**src/verilog/fieldbus_pkg.sv**
```systemverilog
// Shared constants and types for the fieldbus slave diagnostic responder.
// Assumes a single clock domain shared by both link ends.
package fieldbus_pkg;
  // ----------------------------------------
  // Link frame kinds
  // ----------------------------------------
  typedef enum logic [1:0] {
    kind_prm,
    kind_cfg,
    kind_diag,
    kind_data
  } kind_t;

  // Service access points carried in parameter, config and diagnostic requests
  localparam logic [7:0] sap_diag = 8'd60;
  localparam logic [7:0] sap_prm = 8'd61;
  localparam logic [7:0] sap_cfg = 8'd62;

  // ----------------------------------------
  // Diagnostic block layout
  // ----------------------------------------
  localparam logic [3:0] diag_len_std = 4'd6;
  localparam logic [3:0] diag_len_ext = 4'd11;
  localparam logic [5:0] ext_block_len = 6'd5;
  localparam int status1_ext_bit = 3;
  localparam int status3_ovf_bit = 7;
  localparam int user_req_bit = 7;

  // ----------------------------------------
  // Wishbone register map (byte addresses)
  // ----------------------------------------
  localparam logic [7:0] reg_user_diag = 8'h00;
  localparam logic [7:0] reg_control = 8'h04;
  localparam logic [7:0] reg_status = 8'h08;
  localparam logic [7:0] reg_input_data = 8'h0c;
  localparam logic [7:0] reg_output_data = 8'h10;
  localparam int ctrl_ovf_bit = 8;
  localparam logic [31:0] unmapped_value = 32'h00000000;

  // Reset values
  localparam logic [7:0] user_diag_reset = 8'h00;
  localparam logic [7:0] error_reset = 8'h00;
  localparam logic [7:0] data_reset = 8'h00;
endpackage

```
**src/verilog/fieldbus_link_if.sv**
```systemverilog
// Frame-level link between the bus master end and the slave end.
// Assumes both ends share clk; one request frame is a single-cycle pulse.
`timescale 1ns/1ps
interface fieldbus_link_if
  import fieldbus_pkg::*;
  (input wire logic clk);
  logic req_valid;
  kind_t req_kind;
  logic [7:0] req_sap;
  logic req_high_prio;
  logic [7:0] req_master_addr;
  logic [7:0] req_data;
  logic busy;
  logic rsp_valid;
  logic [7:0] rsp_data;
  logic rsp_last;
  logic rsp_high_prio;
  logic no_data_acknowledge;

  modport master (
    output req_valid, req_kind, req_sap, req_high_prio, req_master_addr, req_data,
    input busy, rsp_valid, rsp_data, rsp_last, rsp_high_prio, no_data_acknowledge
  );
  modport slave (
    input req_valid, req_kind, req_sap, req_high_prio, req_master_addr, req_data,
    output busy, rsp_valid, rsp_data, rsp_last, rsp_high_prio, no_data_acknowledge
  );
endinterface

```
**src/verilog/diag_slave.sv**
```systemverilog
// Slave end: answers init frames, builds the diagnostic block, exchanges data.
// Assumes a classic Wishbone master on the user side and the link interface.
`timescale 1ns/1ps

// Summary of operation
// - Status octet 3 zero, bit7 overflow
// - Octet 4 carries parameterising master address
// - Octets 5-6 carry fixed ident number
// - Extended octets written only by slave
// - Header bits 0-5 give block length
// - Header bits 6-7 always zero
// - Octet 8 holds current error number
// - Octet 9 mirrors user diagnostic byte
// - Last two octets give firmware version
// - Parameters acked empty, then config, diagnostics
// - Six bytes normally, eleven when faulted
// - Fault at init blocks data exchange
// - Master sends output data high priority
// - Input returned low, high on error or user request
// - High priority persists until fault cleared
// - High priority prompts full diagnostic read
// - Master resumes exchange after diagnostics
// - Application posts value plus request bit
// - Slave clears request bit after delivery
// - Status octet 1 bit3 flags extended entry
module diag_slave
  import fieldbus_pkg::*;
  #(
  parameter logic [15:0] ident_number = 16'h1234, // Arbitrary value
  parameter logic [7:0] fw_major = 8'd1,
  parameter logic [7:0] fw_minor = 8'd0,
  parameter logic [7:0] cfg_byte = 8'h00
  ) (
  input wire logic clk_i,
  input wire logic rst_i,
  input wire logic wb_cyc_i,
  input wire logic wb_stb_i,
  input wire logic wb_we_i,
  input wire logic [7:0] wb_adr_i,
  input wire logic [3:0] wb_sel_i,
  input wire logic [31:0] wb_dat_i,
  output logic [31:0] wb_dat_o,
  output logic wb_ack_o,
  fieldbus_link_if.slave link
  );

  // ----------------------------------------
  // State and storage
  // ----------------------------------------
  typedef enum logic [1:0] {
    st_wait_prm,
    st_wait_cfg,
    st_wait_diag,
    st_exchange
  } slave_state_t;

  slave_state_t state;
  logic [7:0] user_diag;
  logic [7:0] error_num;
  logic ext_overflow;
  logic [7:0] master_addr;
  logic [7:0] input_data;
  logic [7:0] output_data;
  logic [3:0] tx_idx;
  logic [3:0] tx_len;
  kind_t tx_kind;
  logic tx_busy;
  logic fault;
  logic wb_hit;
  logic wb_wr;
  logic deliver_done;

  assign fault = (error_num != 8'h00) || user_diag[user_req_bit];
  assign wb_hit = wb_cyc_i && wb_stb_i && !wb_ack_o;
  // Write lands at the edge where the master sees ack, never earlier
  assign wb_wr = wb_cyc_i && wb_stb_i && wb_ack_o && wb_we_i && wb_sel_i[0];
  // User request is delivered when the last byte of a full block leaves
  assign deliver_done = tx_busy && tx_kind == kind_diag && tx_idx == tx_len - 4'd1
    && tx_len == diag_len_ext;

  // Byte of the diagnostic block at a given index
  function automatic logic [7:0] diag_byte(input logic [3:0] idx);
    logic [7:0] b;
    b = 8'h00;
    case (idx)
      4'd0: b = {4'h0, fault, 3'b000};
      4'd1: b = 8'h00;
      4'd2: b = {ext_overflow, 7'b0000000};
      4'd3: b = master_addr;
      4'd4: b = ident_number[15:8];
      4'd5: b = ident_number[7:0];
      4'd6: b = {2'b00, ext_block_len};
      4'd7: b = error_num;
      4'd8: b = user_diag;
      4'd9: b = fw_major;
      4'd10: b = fw_minor;
      default: b = 8'h00;
    endcase
    return b;
  endfunction

  // ----------------------------------------
  // Wishbone slave
  // ----------------------------------------
  // One wait state: ack follows the request by one edge
  always_ff @(posedge clk_i) begin
    if (rst_i) begin
      wb_ack_o <= 1'b0;
    end else begin
      wb_ack_o <= wb_hit;
    end
  end

  // Read data registered with the ack
  always_ff @(posedge clk_i) begin
    if (rst_i) begin
      wb_dat_o <= unmapped_value;
    end else if (wb_hit && !wb_we_i) begin
      case (wb_adr_i)
        reg_user_diag: wb_dat_o <= {24'h0, user_diag};
        reg_control: wb_dat_o <= {23'h0, ext_overflow, error_num};
        reg_status: wb_dat_o <= {16'h0, master_addr, 5'h0, fault, state};
        reg_input_data: wb_dat_o <= {24'h0, input_data};
        reg_output_data: wb_dat_o <= {24'h0, output_data};
        default: wb_dat_o <= unmapped_value;
      endcase
    end
  end

  // User diagnostic byte; a software set beats the delivery clear
  always_ff @(posedge clk_i) begin
    if (rst_i) begin
      user_diag <= user_diag_reset;
    end else if (wb_wr && wb_adr_i == reg_user_diag) begin
      user_diag <= wb_dat_i[7:0];
    end else if (deliver_done) begin
      user_diag[user_req_bit] <= 1'b0;
    end
  end

  // Error number and overflow flag, owned by this end only
  always_ff @(posedge clk_i) begin
    if (rst_i) begin
      error_num <= error_reset;
      ext_overflow <= 1'b0;
    end else if (wb_wr && wb_adr_i == reg_control) begin
      error_num <= wb_dat_i[7:0];
      if (wb_sel_i[1]) begin
        ext_overflow <= wb_dat_i[ctrl_ovf_bit];
      end
    end
  end

  // Input data that the slave returns each cycle
  always_ff @(posedge clk_i) begin
    if (rst_i) begin
      input_data <= data_reset;
    end else if (wb_wr && wb_adr_i == reg_input_data) begin
      input_data <= wb_dat_i[7:0];
    end
  end

  // ----------------------------------------
  // Link request handling
  // ----------------------------------------
  // Sequence state; a faulted diagnostic answer keeps the link down
  always_ff @(posedge clk_i) begin
    if (rst_i) begin
      state <= st_wait_prm;
    end else if (link.req_valid && !tx_busy) begin
      case (link.req_kind)
        kind_prm: state <= st_wait_cfg;
        kind_cfg: begin
          if (state == st_wait_cfg) begin
            state <= st_wait_diag;
          end
        end
        kind_diag: begin
          if (state == st_wait_diag && !fault) begin
            state <= st_exchange;
          end
        end
        default: state <= state;
      endcase
    end
  end

  // Parameterising master address and received output data
  always_ff @(posedge clk_i) begin
    if (rst_i) begin
      master_addr <= 8'h00;
      output_data <= data_reset;
    end else if (link.req_valid && !tx_busy) begin
      if (link.req_kind == kind_prm) begin
        master_addr <= link.req_master_addr;
      end
      if (link.req_kind == kind_data && state == st_exchange) begin
        output_data <= link.req_data;
      end
    end
  end

  // Response stream: length fixed when the request is taken
  always_ff @(posedge clk_i) begin
    if (rst_i) begin
      tx_busy <= 1'b0;
      tx_idx <= 4'd0;
      tx_len <= 4'd0;
      tx_kind <= kind_prm;
    end else if (tx_busy) begin
      tx_idx <= tx_idx + 4'd1;
      if (tx_idx == tx_len - 4'd1) begin
        tx_busy <= 1'b0;
      end
    end else if (link.req_valid) begin
      tx_idx <= 4'd0;
      tx_kind <= link.req_kind;
      case (link.req_kind)
        kind_cfg: begin
          tx_busy <= 1'b1;
          tx_len <= 4'd1;
        end
        kind_diag: begin
          tx_busy <= 1'b1;
          tx_len <= fault ? diag_len_ext : diag_len_std;
        end
        kind_data: begin
          tx_busy <= (state == st_exchange);
          tx_len <= 4'd1;
        end
        default: tx_busy <= 1'b0;
      endcase
    end
  end

  // Empty acknowledge for parameters and for data before exchange
  always_ff @(posedge clk_i) begin
    if (rst_i) begin
      link.no_data_acknowledge <= 1'b0;
    end else begin
      link.no_data_acknowledge <= link.req_valid && !tx_busy && (link.req_kind == kind_prm
        || (link.req_kind == kind_data && state != st_exchange));
    end
  end

  // Output byte, valid, last and priority from flip-flops
  always_ff @(posedge clk_i) begin
    if (rst_i) begin
      link.rsp_valid <= 1'b0;
      link.rsp_data <= 8'h00;
      link.rsp_last <= 1'b0;
      link.rsp_high_prio <= 1'b0;
    end else begin
      link.rsp_valid <= tx_busy;
      link.rsp_last <= tx_busy && tx_idx == tx_len - 4'd1;
      case (tx_kind)
        kind_diag: link.rsp_data <= diag_byte(tx_idx);
        kind_cfg: link.rsp_data <= cfg_byte;
        default: link.rsp_data <= input_data;
      endcase
      // High on every data answer until the fault is cleared
      link.rsp_high_prio <= tx_busy && tx_kind == kind_data && fault;
    end
  end

  assign link.busy = tx_busy;
endmodule

```
**src/flat_wrapper.sv**
```systemverilog
// flat-port wrapper written by rule: the top's interface ports become plain ports
module diag_slave_flat import fieldbus_pkg::*;
#(
  parameter logic [15:0] ident_number = 16'h1234,                   
  parameter logic [7:0] fw_major = 8'd1,
  parameter logic [7:0] fw_minor = 8'd0,
  parameter logic [7:0] cfg_byte = 8'h00
  )
  (clk_i, rst_i, wb_cyc_i, wb_stb_i, wb_we_i, wb_adr_i, wb_sel_i, wb_dat_i, wb_dat_o, wb_ack_o, clk, link_req_valid, link_req_kind, link_req_sap, link_req_high_prio, link_req_master_addr, link_req_data, link_busy, link_rsp_valid, link_rsp_data, link_rsp_last, link_rsp_high_prio, link_no_data_acknowledge);
  fieldbus_link_if link_i (.clk(clk));
  input wire logic clk_i;
  input wire logic rst_i;
  input wire logic wb_cyc_i;
  input wire logic wb_stb_i;
  input wire logic wb_we_i;
  input wire logic [7:0] wb_adr_i;
  input wire logic [3:0] wb_sel_i;
  input wire logic [31:0] wb_dat_i;
  output logic [31:0] wb_dat_o;
  output logic wb_ack_o;
  input wire logic clk;
  input wire logic [$bits(link_i.req_valid)-1:0] link_req_valid;
  input wire logic [$bits(link_i.req_kind)-1:0] link_req_kind;
  input wire logic [$bits(link_i.req_sap)-1:0] link_req_sap;
  input wire logic [$bits(link_i.req_high_prio)-1:0] link_req_high_prio;
  input wire logic [$bits(link_i.req_master_addr)-1:0] link_req_master_addr;
  input wire logic [$bits(link_i.req_data)-1:0] link_req_data;
  output wire logic [$bits(link_i.busy)-1:0] link_busy;
  output wire logic [$bits(link_i.rsp_valid)-1:0] link_rsp_valid;
  output wire logic [$bits(link_i.rsp_data)-1:0] link_rsp_data;
  output wire logic [$bits(link_i.rsp_last)-1:0] link_rsp_last;
  output wire logic [$bits(link_i.rsp_high_prio)-1:0] link_rsp_high_prio;
  output wire logic [$bits(link_i.no_data_acknowledge)-1:0] link_no_data_acknowledge;
  assign link_i.req_valid = link_req_valid;
  assign link_i.req_kind = link_req_kind;
  assign link_i.req_sap = link_req_sap;
  assign link_i.req_high_prio = link_req_high_prio;
  assign link_i.req_master_addr = link_req_master_addr;
  assign link_i.req_data = link_req_data;
  assign link_busy = link_i.busy;
  assign link_rsp_valid = link_i.rsp_valid;
  assign link_rsp_data = link_i.rsp_data;
  assign link_rsp_last = link_i.rsp_last;
  assign link_rsp_high_prio = link_i.rsp_high_prio;
  assign link_no_data_acknowledge = link_i.no_data_acknowledge;
  diag_slave #(.ident_number(ident_number), .fw_major(fw_major), .fw_minor(fw_minor), .cfg_byte(cfg_byte)) u_core (.clk_i(clk_i), .rst_i(rst_i), .wb_cyc_i(wb_cyc_i), .wb_stb_i(wb_stb_i), .wb_we_i(wb_we_i), .wb_adr_i(wb_adr_i), .wb_sel_i(wb_sel_i), .wb_dat_i(wb_dat_i), .wb_dat_o(wb_dat_o), .wb_ack_o(wb_ack_o), .link(link_i));
endmodule
```
**config.mk**
```make
export PLATFORM = sky130hd
export DESIGN_NAME = diag_slave_flat
export DESIGN_NICKNAME = d
export VERILOG_FILES = /design/src/verilog/fieldbus_pkg.sv /design/src/verilog/fieldbus_link_if.sv /design/src/verilog/diag_slave.sv /design/src/flat_wrapper.sv
export SDC_FILE = /design/constraint.sdc
export NUM_CORES = 1
export LEC_CHECK = 0
export ABC_AREA = 1
export BUFFER_PORTS_ARGS = -buffer_cell sky130_fd_sc_hd__buf_2
export CORE_MARGIN = 1.5
export CORE_UTILIZATION = 47
export DETAILED_ROUTE_END_ITERATION = 7
export PLACE_DENSITY = 0.73
export SKIP_CTS_REPAIR_TIMING = 1
export SLEW_MARGIN = 10
export SYNTH_ARGS = -nofsm -noshare
export SYNTH_HDL_FRONTEND = slang
export SYNTH_SLANG_ARGS = --single-unit
```
**constraint.sdc**
```tcl
create_clock -name clk_i -period 1.4 [get_ports clk_i]
set_input_delay 0.28 -clock clk_i [delete_from_list [all_inputs] [get_ports clk_i]]
set_output_delay 0.28 -clock clk_i [all_outputs]
set_load 0.005 [all_outputs]
```
* After elaboration in Yosys (flattened, before gate mapping)
Index checks and enable logic that the tools add are counted.
Widths: inputs -> output; s select.
** Operators by class
- Add/sub/neg operators :: 2
- $mul :: 0
- Div/mod/pow operators :: 0
- Magnitude comparators :: 0
- Equal/unequal tests :: 26
- Shift operators :: 0
- Multiplexer cells :: 16
- Bitwise gates (word level) :: 1
- Reduce and logical (&&, ||, !) cells :: 42
** Operators by type and width (count)
- $pmux 16 s5 :: 1
- $pmux 8 s9 :: 1
- $logic_and 1x1->1 :: 20
- $eq 4x3->1 const B :: 4
- $eq 8x4->1 const B :: 2
- $pmux 8 s2 :: 1
- $eq 2x2->1 const B :: 6
- $eq 4x4->1 const B :: 3
- $mux 4 :: 3
- $eq 4x2->1 const B :: 2
- $eq 8x3->1 const B :: 1
- $eq 8x5->1 const B :: 1
- $logic_not 8->1 :: 1
- $pmux 4 s2 :: 1
- $reduce_and 2->1 :: 4
- $reduce_bool 8->1 :: 1
- $eq 2x1->1 const B :: 3
- $pmux 2 s3 :: 1
- $reduce_bool 2->1 :: 3
- $mux 1 :: 5
- $add 4x1->4 const B :: 1
- $eq 4x4->1 :: 1
- $logic_not 1->1 :: 4
- $logic_not 4->1 :: 1
- other kinds (12) :: 16
** Storage, ports and cells
- Flip-flop bits (word level) :: 99
- Latch bits :: 0
- RAM bits :: 0
- ROM bits :: 0
- Bits of input ports :: 78
- Output and inout port bits :: 46
- Logic and storage cells :: 106
- Memories kept :: 0

* Logic depth before layout (Yosys ltp)
- Depth after elaboration :: 6
- Mapped depth :: 11
- Gate-level depth less buffers :: 11

* Worst setup path after synthesis
OpenSTA, ideal clock, no wires.
- Kind :: register to register
- Start point :: reg u_core.tx_idx[0]
- End point :: reg u_core.link.rsp_data[4]
- Setup time :: 132 ps
- Arrival time :: 1274 ps
- Required time :: 1268 ps
- Path slack :: -6 ps
- Cell stages (with the launch flop) :: 9
- Buffers on the path :: 0
- Clock period less this slack :: 1406 ps
- Path through :: dfxtp_1 inv_1 ha_1 o21ai_1 nand3_1 nor2_1 nor2_4 nand2_1 a21oi_1
** Between the ends
- Cells in the longest elaborated chain, start to end :: 3
- Elaborated cells between the ends (all ways) :: 11
- Classes of those cells :: 8 x eq/ne; 2 x mux; 1 x reduce/logical
** Ends and longest elaborated chain
- from (decl) :: line diag_slave.sv:64 : logic [3:0] tx_idx;
- from (signal assigned) :: line diag_slave.sv:211 : tx_idx <= tx_idx + 4'd1;
- $eq 4x4->1, or another cell as far along :: line diag_slave.sv:85 : case (idx)
- $pmux 8 s9 (*) :: line diag_slave.sv:85
- $pmux 8 s2 (*) :: line diag_slave.sv:256 : case (tx_kind)
- to (signal assigned) :: line diag_slave.sv:257 : kind_diag: link.rsp_data <= diag_byte(tx_idx);
- to (signal assigned) :: line diag_slave.sv:258 : kind_cfg: link.rsp_data <= cfg_byte;
- to (signal assigned) :: line diag_slave.sv:259 : default: link.rsp_data <= input_data;
- to (decl) :: line fieldbus_link_if.sv:26 : output busy, rsp_valid, rsp_data, rsp_last, rsp_high_prio, no_data_acknowledge
Mark *: on every way between the ends. The rest lies on a longest branch, timed or not.
A chain may end at the register's enable or synchronous reset.

* Worst setup path after layout
- Start point :: reg u_core.tx_idx[0]
- End point :: reg u_core.link.rsp_data[5]
Same word-level chain as after synthesis.

==> results by group <==
Status
  • Status: complete, but fails checks
  • Violations in the final reports: setup timing

Yosys
  • Main area contributors after synthesis: sky130_fd_sc_hd__dfxtp_1, sky130_fd_sc_hd__nand2_1, sky130_fd_sc_hd__a21oi_1, sky130_fd_sc_hd__nand3_1, sky130_fd_sc_hd__o21ai_0
  • Area share of the largest cell type after synthesis: 0.405
  • Most repeated cell in the gate-level netlist after synthesis: sky130_fd_sc_hd__nand2_1
  • Most used flip-flop cell after synthesis: sky130_fd_sc_hd__dfxtp_1
  • Count of flip-flops with a built-in enable after synthesis: 0
  • Warnings, synthesis: 0
  • Post-synthesis sequential element count: 83
  • Post-Synthesis Cell Area: ~4000 um2
  • Post-synthesis average cell area: 7.14 um2
  • Part of the Yosys area used for sequential elements: 0.405
  • Count of different cell masters after synthesis: 31
  • Proportion of synthesized flip-flops having asynchronous set or reset: 0
  • Synthesized instance count: 575
  • Library cell with the largest summed area after synthesis: sky130_fd_sc_hd__dfxtp_1
  • Leading post-synthesis cells by instance count: sky130_fd_sc_hd__nand2_1, sky130_fd_sc_hd__dfxtp_1, sky130_fd_sc_hd__a21oi_1

STA
  • Tmin final: 1.46 ns
  • Post-route clock skew: 0.0104 ns
  • Peak Freq: 685 MHz
  • Final clock period utilization by the worst path: 1.04
  • Max-slew violation count: 0
  • Final setup violation count: 8
  • Least setup slack across all paths after layout: -0.0601 ns
  • Count of endpoints failing hold in the final timing report: 0
  • Unrepaired setup endpoints after global routing: true
  • Final-layout worst hold slack: 0.141 ns

Setup path
  • Slowest cell on the critical path: sky130_fd_sc_hd__dfxtp_4
  • Critical Path Max Stage Delay: 0.39 ns
  • Worst Reg-to-Reg Cells: 8
  • Critical Setup Path Class: flip-flop to flip-flop
  • Worst reg2reg path endpoint: u_core.link.rsp_data[5]$_SDFF_PP0_
  • Path length in cells of the critical path: 8
  • Bufs and invs on worst path: 1
  • Worst-path fanout max: 8
  • Type of element capturing the critical path: flip-flop
  • Family with the most delay on the worst path: simple AND/OR/NAND/NOR gates
  • CP Launch Type: flip-flop
  • Data arrival at the endpoint of the critical path: 1.69 ns
  • Worst EP required: between 1.5 and 2 ns
  • R2r startpoint: u_core.tx_idx[0]$_SDFFE_PP0P_
  • Worst reg2reg setup slack: -0.06 ns
  • Series of cell instances along the critical path: buf_6 > ha_4 > o21ai_2 > nand3_2 > nor2_2 > nor2_4 > nand2_1 > a21oi_2

Pwr
  • Worst voltage drop across the vdd grid: approximately 460 uV
  • Part of the power in combinational logic: 0.104
  • Total internal power: 0.00371 W
  • Sw Ratio: 0.242
  • Share of total power in sequential cells: 0.494
  • Switch Pwr: 0.00119 W
  • Power per cell area: 914 nW/um2
  • Clock group share of total power: 0.402
  • Leakage power figure: around 2.5 nW

Place
  • Worst slack, placed: -0.0973 ns
  • Post-place instance area: 4940 um2
  • Final RePlAce weighted congestion: 0.960
  • PortBufs: 72
  • Dpl hpwl: 8720 um

Clock tree
  • Clock sink count: just over 80
  • H-Tree Depth: 3
  • Root Driver: sky130_fd_sc_hd__clkbuf_8
  • Clock Latency Late Sink: 0.36 ns
  • TritonCTS clock tree: done
  • Max Root-Sink Buffers: 2
  • Cts bufs inserted: 9
  • Clock-pin slew of the registers on the worst-case setup and hold paths: 0.09 ns

Floorplan
  • Core region area: 8340 um2
  • Total number of placement rows: 33
  • Initial core utilization: 0.492
  • I/O pin total: 124
  • DIE AREA: 9310 um2
  • Die W: 96.5 um
  • Die height: 96.5 um

Route
  • Average detailed-routed wire length per instance: roughly 14 um
  • Via count: 4236
  • Pre-Repair DR Iteration Count: 5
  • Initial DRC count: 265
  • Vias per cell: 5.21
  • Total Wirelength: around 12000 um
  • DR DRC count: 0
  • ANT nets after route: 0

GRT
  • Grt ovf: 0
  • Overall track demand over capacity in global routing: 0.259
  • Largest net degree at the start of global routing: 43
  • Number of antenna violations at the first check in global routing: 0
  • Global-route wire length before repair: ~18000 um
  • Via count of the first global-routing pass: 3869

Hold path
  • Worst Min Path Start: link_req_data[1]
  • Hold Path End: u_core.output_data[1]$_SDFFE_PP0P_
  • Classification of the worst-slack hold path: input pin to flip-flop
  • Hold Path Cell Cnt: 3

Final layout
  • Finished Cell Area: 5360 um2
  • Antenna fix cells: 0
  • Area Overhead vs Synth: 30.6%
  • Layout cell share with drive strength beyond 1: 0.299
  • Count of nets after finishing: 796

Run
  • Number of maximum-capacitance violations: 0
cell usage in the layout (no fill, tap or decap), types with 2 or more instances in the layout:
master	instances
sky130_fd_sc_hd__nand2_1	133
sky130_fd_sc_hd__dfxtp_1	78
sky130_fd_sc_hd__buf_2	72
sky130_fd_sc_hd__a21oi_1	66
sky130_fd_sc_hd__buf_4	58
sky130_fd_sc_hd__nand3_1	51
sky130_fd_sc_hd__nor2_1	40
sky130_fd_sc_hd__o21ai_0	40
sky130_fd_sc_hd__inv_1	35
sky130_fd_sc_hd__conb_1	16
sky130_fd_sc_hd__inv_2	11
sky130_fd_sc_hd__clkbuf_8	11
sky130_fd_sc_hd__nor2_4	10
sky130_fd_sc_hd__ha_1	10
sky130_fd_sc_hd__nor2_2	7
sky130_fd_sc_hd__nand4_1	7
sky130_fd_sc_hd__o21ai_1	6
sky130_fd_sc_hd__nand2_2	6
sky130_fd_sc_hd__nand3_2	5
sky130_fd_sc_hd__ha_4	5
sky130_fd_sc_hd__a21oi_2	4
sky130_fd_sc_hd__clkinvlp_4	3
sky130_fd_sc_hd__xor2_1	3
sky130_fd_sc_hd__buf_12	3
sky130_fd_sc_hd__buf_6	3
sky130_fd_sc_hd__dfxtp_2	3
sky130_fd_sc_hd__inv_4	2
sky130_fd_sc_hd__xnor2_1	2
sky130_fd_sc_hd__nor3_2	2
sky130_fd_sc_hd__nor3_1	2
sky130_fd_sc_hd__bufinv_16	2
sky130_fd_sc_hd__dfxtp_4	2
metrics by stage:
stage | cells | setup TNS (ns) | total power, W | util
after floorplan | 590 | 0 | 0.00276 | -
after global placement | 795 | -0.488 | 0.00293 | 0.593
after detailed placement | 795 | -1.39 | 0.00295 | 0.593
after CTS | 811 | -1.10 | 0.00490 | 0.621
after global routing | 813 | -0.989 | 0.00510 | 0.643
final | 813 | -0.368 | 0.00490 | 0.643
power by group through the flow:
| stage | sequential (W) | clock, W | combinational (W) |
|---|---|---|---|
| after floorplan | 0.00248 | 0 | 0.000286 |
| after global placement | 0.00247 | 0 | 0.000462 |
| after detailed placement | 0.00248 | 0 | 0.000473 |
| after CTS | 0.00242 | 0.00201 | 0.000477 |
| after global routing | 0.00243 | 0.00211 | 0.000571 |
| final | 0.00242 | 0.00197 | 0.000509 |
logic make-up after synthesis:
| logic type | synth area share |
|---|---|
| XOR/XNOR | 0.0107 |
| other | 0.000913 |
| flip-flops | 0.405 |
| buffers and inverters | 0.0987 |
| AO/OA/AOI/OAI | 0.154 |
| adder cells (fa/ha/maj) | 0.0457 |
| AND/OR/NAND/NOR | 0.286 |
final cells by class:
type,instances,area [um2]
fillers,735,2980
multi-input cells,423,2240
flip-flops and latches,83,1670
repair buffers,136,890
inverters,50,196
clock buffers,11,151
well taps,105,131
clock inverters,5,83.8
worst max-delay path by stage:
stage / from / endpoint
6_report: u_core.tx_idx[0]$_SDFFE_PP0P_ / u_core.link.rsp_data[5]$_SDFF_PP0_
5_1_grt: u_core.tx_idx[1]$_SDFFE_PP0P_ / u_core.link.rsp_data[0]$_SDFF_PP0_
4_1_cts: u_core.tx_idx[0]$_SDFFE_PP0P_ / u_core.link.rsp_data[5]$_SDFF_PP0_
3_5_place_dp: u_core.tx_idx[1]$_SDFFE_PP0P_ / u_core.link.rsp_data[5]$_SDFF_PP0_
3_3_place_gp: u_core.tx_idx[1]$_SDFFE_PP0P_ / u_core.link.rsp_data[5]$_SDFF_PP0_
2_1_floorplan: u_core.tx_idx[0]$_SDFFE_PP0P_ / u_core.link.rsp_data[4]$_SDFF_PP0_
registers in the layout, indices dropped and copies added, names as in the netlist, 2 cells and up:
signal	count
u_core.wb_dat_o	16
u_core.error_num	8
u_core.input_data	8
u_core.link.rsp_data	8
u_core.master_addr	8
u_core.output_data	8
u_core.user_diag	8
u_core.tx_idx	4
u_core.tx_len	4
u_core.state	2
u_core.tx_kind	2
tightest hold or removal path, delay by kind of cell:
kind / cells / cell delay (ns)
and+or+nand+nor: 2 / 0.11
buffers and inverters: 1 / 0.08
layer usage:
metal,track usage,vias to the layer above,share of wire
met3,0.0391,28,0.062
li1,-,2112,-
met2,0.412,169,0.45
met1,0.349,1927,0.46
met4,0.107,0,0.026
met5,0,-,0
Note: power is estimated with default switching activity, not from simulation.
